File: src/include/ptp_cfg_pkg.sv
// Purpose: Shared constants and carriers for the event and transmit
//          timestamp configuration block.
// Assumes: 16-bit management registers reached through a paged port.
// Notes:   Stream carriers are byte wide; offsets count from frame start.
package ptp_cfg_pkg;

   // ****************************************************************
   // Register map
   // ****************************************************************
   localparam logic [4:0] ADDR_PAGE_SEL = 5'h13;
   localparam logic [4:0] ADDR_EVENT_CFG = 5'h15;
   localparam logic [4:0] ADDR_TX_CFG0 = 5'h16;
   localparam logic [2:0] PAGE_PTP_CFG = 3'h5;
   localparam logic [15:0] PAGE_SEL_MASK = 16'h0007;
   localparam logic [15:0] EVENT_CFG_MASK = 16'h7f0e;
   localparam logic [15:0] TX_CFG0_MASK = 16'hbe00;
   localparam logic [15:0] RESET_VALUE = 16'h0000;

   // Event configuration field positions.
   localparam int EV_RISE_BIT = 14;
   localparam int EV_FALL_BIT = 13;
   localparam int EV_SINGLE_BIT = 12;
   localparam int EV_PIN_LSB = 8;
   localparam int EV_SEL_LSB = 1;
   localparam int EV_WR_BIT = 0;

   // Transmit configuration field positions.
   localparam int TX_SYNC_BIT = 15;
   localparam int TX_DRESP_BIT = 13;
   localparam int TX_ALT_PORT_BIT = 12;
   localparam int TX_TWOSTEP_BIT = 11;
   localparam int TX_CRC_BIT = 10;
   localparam int TX_SUM_BIT = 9;

   // ****************************************************************
   // Protocol constants
   // ****************************************************************
   localparam int NUM_UNITS = 8;
   localparam int NUM_PINS = 12;
   localparam logic [15:0] PTP_EVENT_PORT = 16'h013f;
   localparam logic [15:0] NTP_PORT = 16'h007b;
   localparam int STAMP_BYTES = 10;
   localparam int FCS_BYTES = 4;
   localparam logic [31:0] CRC_POLY = 32'hedb88320;
   localparam logic [31:0] CRC_INIT = 32'hffffffff;
   localparam logic [7:0] BYTE_ONES = 8'hff;

   // ****************************************************************
   // Carriers
   // ****************************************************************
   typedef struct packed {
      logic rise_en;
      logic fall_en;
      logic one_shot;
      logic [3:0] pin_sel;
   } unit_cfg_t;

   typedef struct packed {
      logic valid;
      logic first;
      logic last;
      logic crc_err;
      logic [7:0] data;
   } tx_byte_t;

   typedef struct packed {
      logic is_sync;
      logic is_dreq;
      logic two_step;
      logic is_udp;
      logic [15:0] udp_port;
      logic [10:0] stamp_ofs;
      logic [10:0] sum_ofs;
      logic [10:0] fcs_ofs;
   } tx_class_t;

endpackage : ptp_cfg_pkg

File: src/rtl/event_capture_unit.sv
// Purpose: One event timestamp unit: holds its configuration and flags
//          qualified edges on its connected pin.
// Assumes: Pin level arrives already synchronous to CLK.
// Notes:   A configuration write in the same cycle as a capture wins.
`timescale 1ns/1ns
module event_capture_unit
   import ptp_cfg_pkg::*;
(
   // Clock and reset
   input wire logic clk_in,
   input wire logic rst_n_in,
   // Configuration
   input wire logic wr_in,
   input wire unit_cfg_t cfg_in,
   output unit_cfg_t cfg_out,
   // Pin and capture
   input wire logic pin_in,
   output logic capture_out,
   output logic rise_out
);

   logic pin_q;
   logic fresh_q;
   unit_cfg_t cfg_q;
   unit_cfg_t cfg_d;
   wire connected = (cfg_q.pin_sel != 4'h0);
   wire rise_hit = cfg_q.rise_en & pin_in & ~pin_q;
   wire fall_hit = cfg_q.fall_en & ~pin_in & pin_q;
   // With both enables low neither hit can fire.
   // A new pin selection is compared with the old pin's sample, so the
   // cycle after a write is ignored; a real edge in that cycle is lost.
   wire hit = connected & ~fresh_q & (rise_hit | fall_hit);

   always_comb
   begin
      cfg_d = cfg_q;
      if (wr_in)
      begin
         cfg_d = cfg_in;
      end
      else if (hit && cfg_q.one_shot)
      begin
         cfg_d.rise_en = 1'b0;
         cfg_d.fall_en = 1'b0;
      end
   end

   always_ff @(posedge clk_in or negedge rst_n_in)
   begin
      if (!rst_n_in)
      begin
         cfg_q <= '0;
         pin_q <= 1'b0;
         fresh_q <= 1'b0;
         capture_out <= 1'b0;
         rise_out <= 1'b0;
      end
      else
      begin
         cfg_q <= cfg_d;
         pin_q <= pin_in;
         fresh_q <= wr_in;
         capture_out <= hit;
         rise_out <= hit ? rise_hit : rise_out;
      end
   end

   assign cfg_out = cfg_q;

endmodule : event_capture_unit

File: src/rtl/ptp_cfg_top.sv
// Purpose: Paged configuration registers for event timestamp units and
//          the one-step transmit timestamp path.
// Assumes: Upstream parser classifies each frame on its first byte; the
//          stream carries the incoming FCS as its final four bytes.
// Notes:   The timestamp field of a one-step frame is sent as the TX_STAMP_IN value.
`timescale 1ns/1ns

// What this block does
// - Write bit loads fields into selected unit.
// - Select without write returns unit config.
// - Bit 14 enables rising edge capture.
// - Bit 13 enables falling edge capture.
// - Single mode clears edge enables after capture.
// - Pin field 1 to 12 links unit to pin.
// - Select field picks the addressed unit.
// - Reserved bits ignore writes, read zero.
// - Sync one-step inserts transmit timestamp.
// - Inserted frames get regenerated checksum and CRC.
// - Latest Delay_Req stamp goes into Delay_Resp.
// - Port match 319, or 123 when set.
// - Bad incoming CRC stays bad unless forced.
// - Checksum fixed through last two payload bytes.
// - Event and transmit registers reachable only on page five.
module ptp_cfg_top
   import ptp_cfg_pkg::*;
(
   // Clock and reset
   input wire logic CLK_IN,
   input wire logic RST_N_IN,
   // Management register port
   input wire logic [4:0] REG_ADDR_IN,
   input wire logic [15:0] REG_WDATA_IN,
   input wire logic REG_WR_IN,
   input wire logic REG_RD_IN,
   output logic [15:0] REG_RDATA_OUT,
   // Event pins and captures
   input wire logic [NUM_PINS-1:0] GPIO_IN,
   output logic [NUM_UNITS-1:0] EVENT_CAPTURE_OUT,
   output logic [NUM_UNITS-1:0] EVENT_RISE_OUT,
   // Transmit stream from the MAC
   input wire tx_byte_t TX_IN,
   input wire tx_class_t TX_CLASS_IN,
   input wire logic [79:0] TX_STAMP_IN,
   output tx_byte_t TX_OUT,
   // Receive parser controls
   output logic [15:0] RX_PORT_MATCH_OUT,
   output logic RX_DRESP_INSERT_OUT,
   output logic [79:0] RX_DREQ_STAMP_OUT
);

   // ****************************************************************
   // Helper functions
   // ****************************************************************
   function automatic logic [31:0] crc_byte(input logic [31:0] c,
                                            input logic [7:0] d);
      logic [31:0] r;
      r = c ^ {24'h000000, d};
      for (int i = 0; i < 8; i++)
      begin
         r = r[0] ? ((r >> 1) ^ CRC_POLY) : (r >> 1);
      end
      return r;
   endfunction : crc_byte

   function automatic logic [15:0] add1c(input logic [15:0] a,
                                         input logic [15:0] b);
      logic [16:0] s;
      s = {1'b0, a} + {1'b0, b};
      return s[15:0] + {15'h0000, s[16]};
   endfunction : add1c

   // Ones-complement value that cancels the stamp in the UDP sum.
   function automatic logic [15:0] stamp_fix(input logic [79:0] st);
      logic [15:0] s;
      s = 16'h0000;
      for (int i = 0; i < STAMP_BYTES / 2; i++)
      begin
         s = add1c(s, st[16*i +: 16]);
      end
      return ~s;
   endfunction : stamp_fix

   // ****************************************************************
   // Register access
   // ****************************************************************
   logic [2:0] page_q;
   logic [15:0] tx_cfg_q;
   logic [2:0] sel_q;
   logic [15:0] rdata_q;
   unit_cfg_t unit_cfg [NUM_UNITS];
   unit_cfg_t sel_cfg;

   wire on_page = (page_q == PAGE_PTP_CFG);
   wire wr_page = REG_WR_IN && (REG_ADDR_IN == ADDR_PAGE_SEL);
   wire wr_event = REG_WR_IN && on_page && (REG_ADDR_IN == ADDR_EVENT_CFG);
   wire wr_tx = REG_WR_IN && on_page && (REG_ADDR_IN == ADDR_TX_CFG0);
   wire [2:0] wsel = REG_WDATA_IN[EV_SEL_LSB +: 3];
   wire wr_unit = wr_event && REG_WDATA_IN[EV_WR_BIT];
   wire unit_cfg_t wcfg = '{rise_en: REG_WDATA_IN[EV_RISE_BIT],
                            fall_en: REG_WDATA_IN[EV_FALL_BIT],
                            one_shot: REG_WDATA_IN[EV_SINGLE_BIT],
                            pin_sel: REG_WDATA_IN[EV_PIN_LSB +: 4]};

   assign sel_cfg = unit_cfg[sel_q];

   // The write bit self-clears, so it never reads back as set.
   wire [15:0] event_rd = {1'b0, sel_cfg.rise_en, sel_cfg.fall_en,
                           sel_cfg.one_shot, sel_cfg.pin_sel, 4'h0,
                           sel_q, 1'b0};
   wire [15:0] page_rd = {13'h0000, page_q};
   wire [15:0] rd_mux =
      (REG_ADDR_IN == ADDR_PAGE_SEL) ? page_rd :
      (on_page && REG_ADDR_IN == ADDR_EVENT_CFG) ? event_rd :
      (on_page && REG_ADDR_IN == ADDR_TX_CFG0) ? tx_cfg_q : RESET_VALUE;

   always_ff @(posedge CLK_IN or negedge RST_N_IN)
   begin
      if (!RST_N_IN)
      begin
         page_q <= 3'h0;
         tx_cfg_q <= RESET_VALUE;
         sel_q <= 3'h0;
         rdata_q <= RESET_VALUE;
      end
      else
      begin
         if (wr_page)
            page_q <= REG_WDATA_IN[2:0];
         if (wr_tx)
            tx_cfg_q <= REG_WDATA_IN & TX_CFG0_MASK;
         if (wr_event)
            sel_q <= wsel;
         if (REG_RD_IN)
            rdata_q <= rd_mux;
      end
   end

   assign REG_RDATA_OUT = rdata_q;

   // ****************************************************************
   // Event timestamp units
   // ****************************************************************
   for (genvar u = 0; u < NUM_UNITS; u++)
   begin : g_unit
      wire [3:0] ps = unit_cfg[u].pin_sel;
      // Codes above twelve name no pin and leave the unit idle.
      wire pin = (ps != 4'h0 && ps <= 4'(NUM_PINS)) ?
                 GPIO_IN[ps - 4'h1] : 1'b0;
      event_capture_unit u_unit (
         .clk_in(CLK_IN),
         .rst_n_in(RST_N_IN),
         .wr_in(wr_unit && wsel == 3'(u)),
         .cfg_in(wcfg),
         .cfg_out(unit_cfg[u]),
         .pin_in(pin),
         .capture_out(EVENT_CAPTURE_OUT[u]),
         .rise_out(EVENT_RISE_OUT[u])
      );
   end

   // ****************************************************************
   // Transmit one-step insertion
   // ****************************************************************
   wire sync_en = tx_cfg_q[TX_SYNC_BIT];
   wire alt_port = tx_cfg_q[TX_ALT_PORT_BIT];
   wire two_ovr = tx_cfg_q[TX_TWOSTEP_BIT];
   wire crc_valid = tx_cfg_q[TX_CRC_BIT];
   wire sum_fix = tx_cfg_q[TX_SUM_BIT];
   wire [15:0] match_port = alt_port ? NTP_PORT : PTP_EVENT_PORT;

   logic [10:0] cnt_q;
   logic ins_q;
   logic [79:0] stamp_q;
   tx_class_t cls_q;
   logic [31:0] crc_q;
   logic [79:0] dreq_q;
   tx_byte_t out_q;

   wire first = TX_IN.valid && TX_IN.first;
   wire port_ok = !TX_CLASS_IN.is_udp ||
                  TX_CLASS_IN.udp_port == match_port;
   wire ins_new = sync_en && TX_CLASS_IN.is_sync && port_ok &&
                  (!TX_CLASS_IN.two_step || two_ovr);
   wire ins = first ? ins_new : ins_q;
   wire [79:0] stamp = first ? TX_STAMP_IN : stamp_q;
   wire tx_class_t cls = first ? TX_CLASS_IN : cls_q;
   wire [10:0] idx = first ? 11'h000 : cnt_q;
   wire [31:0] crc_cur = first ? CRC_INIT : crc_q;
   wire [10:0] st_rel = idx - cls.stamp_ofs;
   wire [10:0] fcs_rel = idx - cls.fcs_ofs;
   wire [15:0] fix = stamp_fix(stamp);
   wire in_stamp = idx >= cls.stamp_ofs &&
                   st_rel < 11'(STAMP_BYTES);
   wire in_fcs = idx >= cls.fcs_ofs && fcs_rel < 11'(FCS_BYTES);
   wire at_sum0 = sum_fix && cls.is_udp && idx == cls.sum_ofs;
   wire at_sum1 = sum_fix && cls.is_udp && idx == cls.sum_ofs + 11'h001;
   wire [31:0] fcs_val = ~crc_cur;
   // Inverting every bit of the final FCS byte guarantees a bad check.
   wire [7:0] bad_mask = (TX_IN.last && TX_IN.crc_err && !crc_valid) ?
                         BYTE_ONES : 8'h00;

   logic [7:0] body;
   logic [7:0] odata;
   always_comb
   begin
      body = TX_IN.data;
      if (ins && in_stamp)
         body = stamp[8'(79 - 8 * st_rel) -: 8];
      else if (ins && at_sum0)
         body = fix[15:8];
      else if (ins && at_sum1)
         body = fix[7:0];
      odata = body;
      if (ins && in_fcs)
         odata = fcs_val[8 * fcs_rel[1:0] +: 8] ^ bad_mask;
   end

   always_ff @(posedge CLK_IN or negedge RST_N_IN)
   begin
      if (!RST_N_IN)
      begin
         cnt_q <= 11'h000;
         ins_q <= 1'b0;
         stamp_q <= '0;
         cls_q <= '0;
         crc_q <= CRC_INIT;
         dreq_q <= '0;
         out_q <= '0;
      end
      else
      begin
         out_q <= '0;
         if (TX_IN.valid)
         begin
            cnt_q <= idx + 11'h001;
            ins_q <= ins && !TX_IN.last;
            stamp_q <= stamp;
            cls_q <= cls;
            crc_q <= in_fcs ? crc_cur : crc_byte(crc_cur, body);
            out_q <= '{valid: 1'b1, first: TX_IN.first, last: TX_IN.last,
                       crc_err: TX_IN.crc_err, data: odata};
         end
         if (first && TX_CLASS_IN.is_dreq && port_ok)
            dreq_q <= TX_STAMP_IN;
      end
   end

   assign TX_OUT = out_q;
   assign RX_PORT_MATCH_OUT = match_port;
   assign RX_DRESP_INSERT_OUT = tx_cfg_q[TX_DRESP_BIT];
   assign RX_DREQ_STAMP_OUT = dreq_q;

endmodule : ptp_cfg_top

File: config.mk
export PLATFORM = sky130hd
export DESIGN_NAME = ptp_cfg_top
export DESIGN_NICKNAME = d
export VERILOG_FILES = /design/src/include/ptp_cfg_pkg.sv /design/src/rtl/event_capture_unit.sv /design/src/rtl/ptp_cfg_top.sv
export SDC_FILE = /design/constraint.sdc
export NUM_CORES = 1
export LEC_CHECK = 0
export ABC_AREA = 1
export BUFFER_PORTS_ARGS = -buffer_cell sky130_fd_sc_hd__clkbuf_2
export CAP_MARGIN = 20
export CORE_MARGIN = 1.5
export CORE_UTILIZATION = 30
export DETAILED_ROUTE_END_ITERATION = 12
export SLEW_MARGIN = 0
export SYNTH_ARGS = -nofsm -noshare
export SYNTH_HDL_FRONTEND = slang
export SYNTH_SLANG_ARGS = --single-unit
File: constraint.sdc
create_clock -name CLK_IN -period 11 [get_ports CLK_IN]
set_input_delay 1.65 -clock CLK_IN [delete_from_list [all_inputs] [get_ports CLK_IN]]
set_output_delay 1.65 -clock CLK_IN [all_outputs]
set_load 0.03 [all_outputs]
==> results.ini, run 1 <==
[placement]
hpwl_um = 66300
portBuffers = 301
routabilityCongestion = 0.921

[cts]
clock_latency_ns = 0.61
path_clk_slew_ns = 0.06
clock_sinks = 362
clock_path_buffers = 3
cts_hold_buffers = 0
numCtsBuffers = 46
ctsHtreeMaxLevel = 2
cts_tree = built
clockRootBuffer = clkbuf_16

[synthesis]
yosysMostFrequentCell = nand2_1
yosysUniqueCellTypes = 66
synth_ff_type = dfrtp_1
yosys_warnings = 0
synth_edf_count = 0
syn_inst = 3684
netlist_area_um2 = 25700
ys_async_sr_fraction_pct = 100
yosysSeqAreaShare_pct = 35.4
yosysTopAreaCell = dfrtp_1
synthTopCellsByCount = 906 x nand2_1, 512 x inv_1, 469 x o21ai_0, 330 x dfrtp_1, 251 x nor2_1
syn_area_per_cell_um2 = 6.98
synth_top_area_share_pct = 32.1
synth_seq_cells = 362
ys_top_cells_by_area = dfrtp_1 32%, nand2_1 13%, o21ai_0 9.1%

[cells_and_area]
syn2layout_area_growth_pct = 32.7
fillers = 8746
drive_gt1_share_pct = 26.6
antenna_cells = 0
postLayoutCoreUtil_pct = 40.1
final_nets = 4581

[critical_path]
worstPathRequired_ns = 11.53
cp_slowest_cell = fa_1
max_stage_delay_ns = 0.41
cp.arrival_ns = 13.39
crit_fanout = 36
crit_type = input port to register
critPathMostFrequentCell = buf_4
start_kind = input port
critPathCaptureType = register

[drt]
drc = 0
wl_per_cell_um = 16.3
vias_per_cell = 4.78
final_antenna_net_count = 0
drt-total-wl_um = 89100
drt_first_pass_iters = 6
route.vias.total = 26100
drtIter0Drc = 1951

[die]
rows = 107
design.core.area_um2 = 85000
initial_core_util_pct = 30.2
die_area_um2 = 87500
chipWidth_um = 296
ios = 323
die_h_um = 296

[sta]
period_share_pct = 117
slew_violations = 0
fmax_mhz = 77.7
setup_viol = 40
relSlewSlack_pct = 27.4
worst_slack_ns = -1.87
layout_min_cycle_time_ns = 12.87
worst_pin_slew_ns = 1.09
timing.hold.ws_ns = 0.470
rsz0062_at_grt = yes
fin_worst_skew_ns = 0.0252
hold_violations = 0

[power_and_ir_drop]
power.leakage_uw = 0.0177
vdd_drop_max_uv = 314
powerDensity_nw_per_um2 = 336

[grt]
grt.total_usage_pct = 19.9
grt_pass1_wl_um = 137000
antenna_found_initial = 4
grt_remaining_overflow = 0
grt_max_degree = 149
grt_pass1_vias = 24700

[outcome]
outcome = finished with violations
violations = setup timing

[hold_path]
hold_path.class = register to register

[job]
drv_cap = 0

-- area by class of cell --
class | instances | area, um2 | area share [%]
repair buffers | 700 | 4720 | 13.8
multi-input cells | 2654 | 15300 | 44.7
clock buffers | 62 | 1310 | 3.84
inverters | 525 | 1980 | 5.80
clock inverters | 24 | 319 | 0.935
flip-flops and latches | 362 | 9100 | 26.7
well taps | 1144 | 1430 | 4.20
-- worst max-delay path: cells and delay by family --
kind,cells,cell delay [ns]
AO/OA/AOI/OAI,18,2.49
XOR/XNOR,3,0.44
adder cells (fa/ha/maj),9,2.39
buffers and inverters,22,2.56
AND/OR/NAND/NOR,43,3.83
-- cell usage in the layout (no fill, tap or decap), drive strengths merged, types with 17 or more instances in the layout --
| cell | count |
|---|---|
| nand2 | 946 |
| o21ai | 512 |
| inv | 521 |
| xor2 | 101 |
| clkbuf | 362 |
| ha | 105 |
| nand4 | 34 |
| nand3 | 253 |
| nor3 | 31 |
| conb | 17 |
| nor2 | 260 |
| dfrtp | 330 |
| or2 | 30 |
| o21bai | 17 |
| dfstp | 32 |
| clkinv | 19 |
| buf | 400 |
| a21oi | 213 |
| xnor2 | 42 |
-- power breakdown --
part	leakage [uW]	internal (uW)	switching (uW)
clock	0.000785	944	662
combinational	0.0125	3720	4510
sequential	0.00439	1550	83.1
-- state kept, by name (all words and copies together) (netlist names) --
| register | flops |
|---|---|
| REG_RDATA_OUT | 12 |
| cls_q | 34 |
| g_unit.u_unit.fresh_q | 8 |
| ins_q | 1 |
| cnt_q | 11 |
| sel_q | 3 |
| crc_q | 32 |
| g_unit.u_unit.cfg_out | 56 |
| g_unit.u_unit.rise_out | 8 |
| tx_cfg_q | 6 |
| g_unit.u_unit.pin_q | 8 |
| stamp_q | 80 |
| RX_DREQ_STAMP_OUT | 80 |
| g_unit.u_unit.capture_out | 8 |
| TX_OUT | 12 |
| page_q | 3 |
-- kinds of logic (layout without fill, tap and decap cells) --
| family | Yosys count | count (layout) | share of synthesized area, % |
|---|---|---|---|
| AO/OA/AOI/OAI | 792 | 792 | 16.3 |
| adder cells (fa/ha/maj) | 110 | 110 | 5.50 |
| XOR/XNOR | 143 | 143 | 5.10 |
| buffers and inverters | 687 | 1311 | 11.1 |
| flip-flops | 362 | 362 | 35.4 |
| AND/OR/NAND/NOR | 1581 | 1585 | 26.3 |
| multiplexers | 7 | 7 | 0.297 |
| other | 2 | 17 | 0.0292 |
-- what timing repair did --
action	CTS	global route
pin swaps	51	154
gates resized for setup	65	212
buffers inserted	37	27
endpoints found under the setup margin	40	40
cloned	4	0
-- worst paths after layout --
path | startpoint | end | slack (ns) | cells after the start
max in group asynchronous | RST_N_IN | RX_DREQ_STAMP_OUT[54] | 7.70 | 3
worst max-delay path | TX_IN[11] | crc_q[20] | -1.87 | 95
worst min register to register | crc_q[17] | crc_q[17] | 0.47 | 2
worst min-delay path | crc_q[17] | crc_q[17] | 0.47 | 2
worst max register to register | stamp_q[17] | crc_q[20] | -0.82 | 101
min in group asynchronous | RST_N_IN | g_unit[5].u_unit.cfg_out[5] | 1.04 | 1
-- stage by stage --
| step | instances | power [uW] | TNS [ns] | setup slack (ns) | instance area (um2) |
|---|---|---|---|---|---|
| after floorplan | 3699 | 5770 | -61.11 | -1.78 | 26100 |
| after global placement | 5318 | 8910 | -81.58 | -2.26 | 30700 |
| after detailed placement | 5318 | 8940 | -90.05 | -2.51 | 30700 |
| after CTS | 5445 | 10900 | -55.09 | -1.57 | 33000 |
| after global routing | 5471 | 12400 | -96.92 | -2.66 | 34100 |
| final | 5471 | 11500 | -64.04 | -1.87 | 34100 |
-- per-layer routing --
metal | vias up | wire [um] | global-route usage (%)
met5 | - | 52 | 0
met4 | 8 | 2310 | 5.50
met3 | 141 | 4770 | 2.48
met2 | 767 | 42400 | 33.8
met1 | 12200 | 39600 | 26.5
li1 | 13100 | - | -
Power figures use the tool's default switching activity.
==> run 2, diff against run 1 <==
RECOVER_POWER = 25   (was default)
==> results.ini, run 2 (same netlist as run 1, synthesis figures left out) <==
[outcome]
outcome = finished with violations
violations = capacitance limit, slew limit, setup timing

[cells_and_area]
antenna_cells = 0
syn2layout_area_growth_pct = 32.6
drive_gt1_share_pct = 26.6
layout_common_cells = 827 x nand2_1, 501 x inv_1, 449 x o21ai_0
regArea_um2 = 9100
fillers = 8748
final_nets = 4581
multi_input_area_um2 = 15300
final_common_cell = nand2_1

[drt]
drtIter0Drc = 1951
drt_first_pass_iters = 6
vias_per_cell = 4.78
drc = 0
route.vias.total = 26100
final_antenna_net_count = 0
wl_per_cell_um = 16.3
drt-total-wl_um = 89100

[cts]
cts_hold_buffers = 0
path_clk_slew_ns = 0.06
clock_latency_ns = 0.61
clock_sinks = 362
cts_tree = built
clock_path_buffers = 3
clockRootBuffer = clkbuf_16
ctsHtreeMaxLevel = 2
numCtsBuffers = 46

[sta]
finalSetupTns_ns = -63.95
layout_min_cycle_time_ns = 12.86
fin_worst_skew_ns = 0.0252
rsz0062_at_grt = yes
setup_viol = 40
relSlewSlack_pct = -230
slew_violations = 85
hold_violations = 0
period_share_pct = 117
worst_slack_ns = -1.86
fmax_mhz = 77.7
worst_pin_slew_ns = 4.95

[placement]
portBuffers = 301
hpwl_um = 66300
routabilityCongestion = 0.921

[die]
rows = 107
chipWidth_um = 296
die_h_um = 296
die_area_um2 = 87500
design.core.area_um2 = 85000
initial_core_util_pct = 30.2
ios = 323

[grt]
grt_remaining_overflow = 0
grt_max_degree = 149
grt_pass1_vias = 24700
grt_pass1_wl_um = 137000
grt.total_usage_pct = 19.9
antenna_found_initial = 4

[power_and_ir_drop]
vdd_drop_max_uv = 314
powerDensity_nw_per_um2 = 336
power_uw = 11500
power.leakage_uw = 0.0177

[critical_path]
crit_family = simple AND/OR/NAND/NOR gates
r2r_setup_slack_ns = -0.82
critPathCaptureType = register
crit_type = input port to register
timing.critical_path.buf_inv = 22
crit_fanout = 36
start_kind = input port
critPathMostFrequentCell = buf_4
cp.arrival_ns = 13.39
cp_slowest_cell = fa_1
max_stage_delay_ns = 0.41
worstPathRequired_ns = 11.53

[job]
drv_cap = 1

[hold_path]
hold_path.class = register to register

==> run 2: cell count changes in the layout (fill, tap and decap cells not counted), sizes merged <==
cell / previous run / this run
buf: 400 / 399
clkbuf: 362 / 363
==> run 2: report_power, final <==
part / leakage (uW) / internal (uW) / switching, uW
sequential: 0.00439 / 1550 / 83.0
combinational: 0.0125 / 3720 / 4510
clock: 0.000785 / 944 / 662
total: 0.0177 / 6210 / 5260
==> run 2: per-layer routing <==
layer	vias up	GRT usage, %	part of all wire (%)
li1	13100	-	-
met1	12100	26.5	44
met2	764	33.8	48
met3	147	2.48	5.4
met4	8	5.50	2.6
met5	-	0	0.058
==> run 2: layout make-up <==
cell class / instances / share of cell area (%)
multi-input cells: 2654 / 44.7
repair buffers: 700 / 13.8
well taps: 1144 / 4.20
clock inverters: 24 / 0.936
flip-flops and latches: 362 / 26.7
inverters: 525 / 5.80
clock buffers: 62 / 3.85
==> run 2: timing repair <==
item	4_1_cts	5_1_grt
gates cloned	4	0
endpoints found under the setup margin	40	40
pin swaps	51	154
setup buffers	37	27
gates resized for setup	65	212
==> run 2: worst paths after layout <==
| path | end | start | cells past startpoint |
|---|---|---|---|
| max | crc_q[20] | TX_IN[11] | 95 |
| min | crc_q[17] | crc_q[17] | 2 |
| max reg2reg | crc_q[20] | stamp_q[17] | 101 |
| min reg2reg | crc_q[17] | crc_q[17] | 2 |
| max in group asynchronous | RX_DREQ_STAMP_OUT[54] | RST_N_IN | 3 |
| min in group asynchronous | g_unit[5].u_unit.cfg_out[5] | RST_N_IN | 1 |
==> run 2: tightest hold or removal path: cells and delay by family, from the launching register on <==
kind,cells,cell delay [ns]
flops,1,0.37
simple gates,2,0.11
==> run 2: stage by stage <==
step / hold slack [ns] / worst slack, ns / cell area (um2) / util, % / std cells
global route: 0.472 / -2.66 / 34100 / 40.1 / 5471
global placement: 0.456 / -2.26 / 30700 / 36.2 / 5318
detailed placement: 0.460 / -2.51 / 30700 / 36.2 / 5318
CTS: 0.470 / -1.57 / 33000 / 38.8 / 5445
finish: 0.470 / -1.86 / 34100 / 40.1 / 5471
floorplan: 0.443 / -1.78 / 26100 / - / 3699
==> run 3, diff against run 2 <==
CTS_BUF_LIST = sky130_fd_sc_hd__clkbuf_4 sky130_fd_sc_hd__clkbuf_8   (was default)
==> results.ini, run 3 (same netlist as run 1, synthesis figures left out) <==
[outcome]
outcome = finished with violations
violations = capacitance limit, slew limit, setup timing

[power_and_ir_drop]
seqPwrFrac_pct = 14.2
p_sw_uw = 5290
p_comb_share_pct = 71.9
intPower_uw = 6180
swShare_pct = 46.1
power.leakage_uw = 0.0179
powerDensity_nw_per_um2 = 335
pwr-share-clk_pct = 13.9
power_uw = 11500
vdd_drop_max_uv = 318

[cts]
clockRootBuffer = clkbuf_8
cts_tree = built
clock_path_buffers = 3
path_clk_slew_ns = 0.06
ctsHtreeMaxLevel = 3
numCtsBuffers = 72
clock_latency_ns = 0.68
clock_sinks = 362

[die]
die_area_um2 = 87500
design.core.area_um2 = 85000
ios = 323
chipWidth_um = 296
initial_core_util_pct = 30.2
die_h_um = 296
rows = 107

[placement]
dp.cells = 5318
routabilityCongestion = 0.921
hpwl_um = 66300
portBuffers = 301

[drt]
wl_per_cell_um = 16.3
final_antenna_net_count = 0
drc = 0
drtIter0Drc = 1918
vias_per_cell = 4.78
drt_first_pass_iters = 6
drt-total-wl_um = 89900
route.vias.total = 26400

[sta]
layout_min_cycle_time_ns = 12.79
hold_violations = 0
timing.hold.ws_ns = 0.469
slew_violations = 85
fmax_mhz = 78.2
relSlewSlack_pct = -226
worst_pin_slew_ns = 4.90
rsz0062_at_grt = yes
period_share_pct = 116
worst_slack_ns = -1.79
finalSetupTns_ns = -60.09
fin_worst_skew_ns = 0.0400
setup_viol = 40

[critical_path]
r2r_start = stamp_q[1]
crit_path_end = crc_q[4]
cp.arrival_ns = 13.39
start_kind = input port
max_stage_delay_ns = 0.31
worstPathRequired_ns = 11.60
r2r_setup_slack_ns = -0.83
regToRegEndpoint = crc_q[4]
crit_type = input port to register
critPathCaptureType = register
r2r_cells = 98
crit_start = TX_IN[11]
crit_fanout = 6
critPathMostFrequentCell = nand2_2
cp_slowest_cell = nor4b_4

[cells_and_area]
final_common_cell = nand2_1
final_nets = 4608
drive_gt1_share_pct = 27.7
postLayoutCoreUtil_pct = 40.3
syn2layout_area_growth_pct = 33.2
layout_common_cells = 820 x nand2_1, 501 x inv_1, 451 x o21ai_0
final_cells = 5518

[grt]
grt_pass1_wl_um = 138000
grt_max_degree = 149
grt.total_usage_pct = 20.1
grt_pass1_vias = 25000
grt_remaining_overflow = 0
antenna_found_initial = 5

[hold_path]
hold_path.class = register to register

[job]
drv_cap = 1

-- run 3: changes by cell type in the layout (fill, tap and decap cells not counted), sizes merged --
cell	previous run	this run
inv	521	527
nand2	946	947
clkbuf	363	412
clkinv	19	12
diode	0	2
clkinvlp	5	1
-- run 3: area by class of cell --
| type | count | area [um2] |
|---|---|---|
| antenna | 2 | 5.00 |
| multi-input combinational | 2655 | 15400 |
| clock buffer | 111 | 1410 |
| sequential | 362 | 9100 |
| timing repair buffer | 700 | 4670 |
| fill | 8732 | 50800 |
| tap | 1144 | 1430 |
| inverter | 525 | 1980 |
| clock inverter | 19 | 251 |
-- run 3: worst min-delay path by stage --
stage | from | endpoint | slack (ns) | cells past startpoint
6_report | crc_q[29] | crc_q[29] | 0.47 | 2
2_1_floorplan | stamp_q[10] | stamp_q[10] | 0.44 | 2
3_5_place_dp | crc_q[2] | crc_q[2] | 0.46 | 2
5_1_grt | crc_q[17] | crc_q[17] | 0.47 | 2
4_1_cts | crc_q[15] | crc_q[15] | 0.47 | 2
3_3_place_gp | cls_q[0] | cls_q[0] | 0.46 | 2
-- run 3: routing by layer --
| metal | wire length [um] | vias to the layer above | track usage (%) | share of wire (%) |
|---|---|---|---|---|
| met5 | 54 | - | 0 | 0.060 |
| met4 | 2520 | 8 | 6.23 | 2.8 |
| met3 | 5020 | 177 | 3.02 | 5.6 |
| li1 | - | 13100 | - | - |
| met2 | 42700 | 784 | 33.9 | 47 |
| met1 | 39600 | 12300 | 26.4 | 44 |
-- run 3: metrics by stage --
step	cell area [um2]	setup slack [ns]
2_1_floorplan	26100	-1.78
3_3_place_gp	30700	-2.26
3_5_place_dp	30700	-2.51
4_1_cts	33100	-1.45
5_1_grt	34300	-2.57
6_report	34300	-1.79
-- run 3: worst max-delay path: cells and delay by family --
| kind | cells | cell delay [ns] |
|---|---|---|
| buffers and inverters | 9 | 0.91 |
| AO/OA/AOI/OAI | 20 | 2.37 |
| AND/OR/NAND/NOR | 56 | 5.74 |
| XOR/XNOR | 3 | 0.46 |
| adder cells (fa/ha/maj) | 10 | 2.21 |
-- run 3: timing repair --
item / in CTS / in global routing
gates cloned: 4 / 1
setup endpoints to repair: 40 / 40
pin swaps: 58 / 150
gates resized for setup: 89 / 210
hold buffers: 0 / 0
buffers inserted: 40 / 25
-- run 3: power groups by stage --
stage,clock (uW),combinational (uW),sequential (uW)
global placement,0,7270,1640
floorplan,0,4020,1750
CTS,1650,7630,1630
finish,1590,8260,1630
global route,1700,9090,1650
detailed placement,0,7300,1650
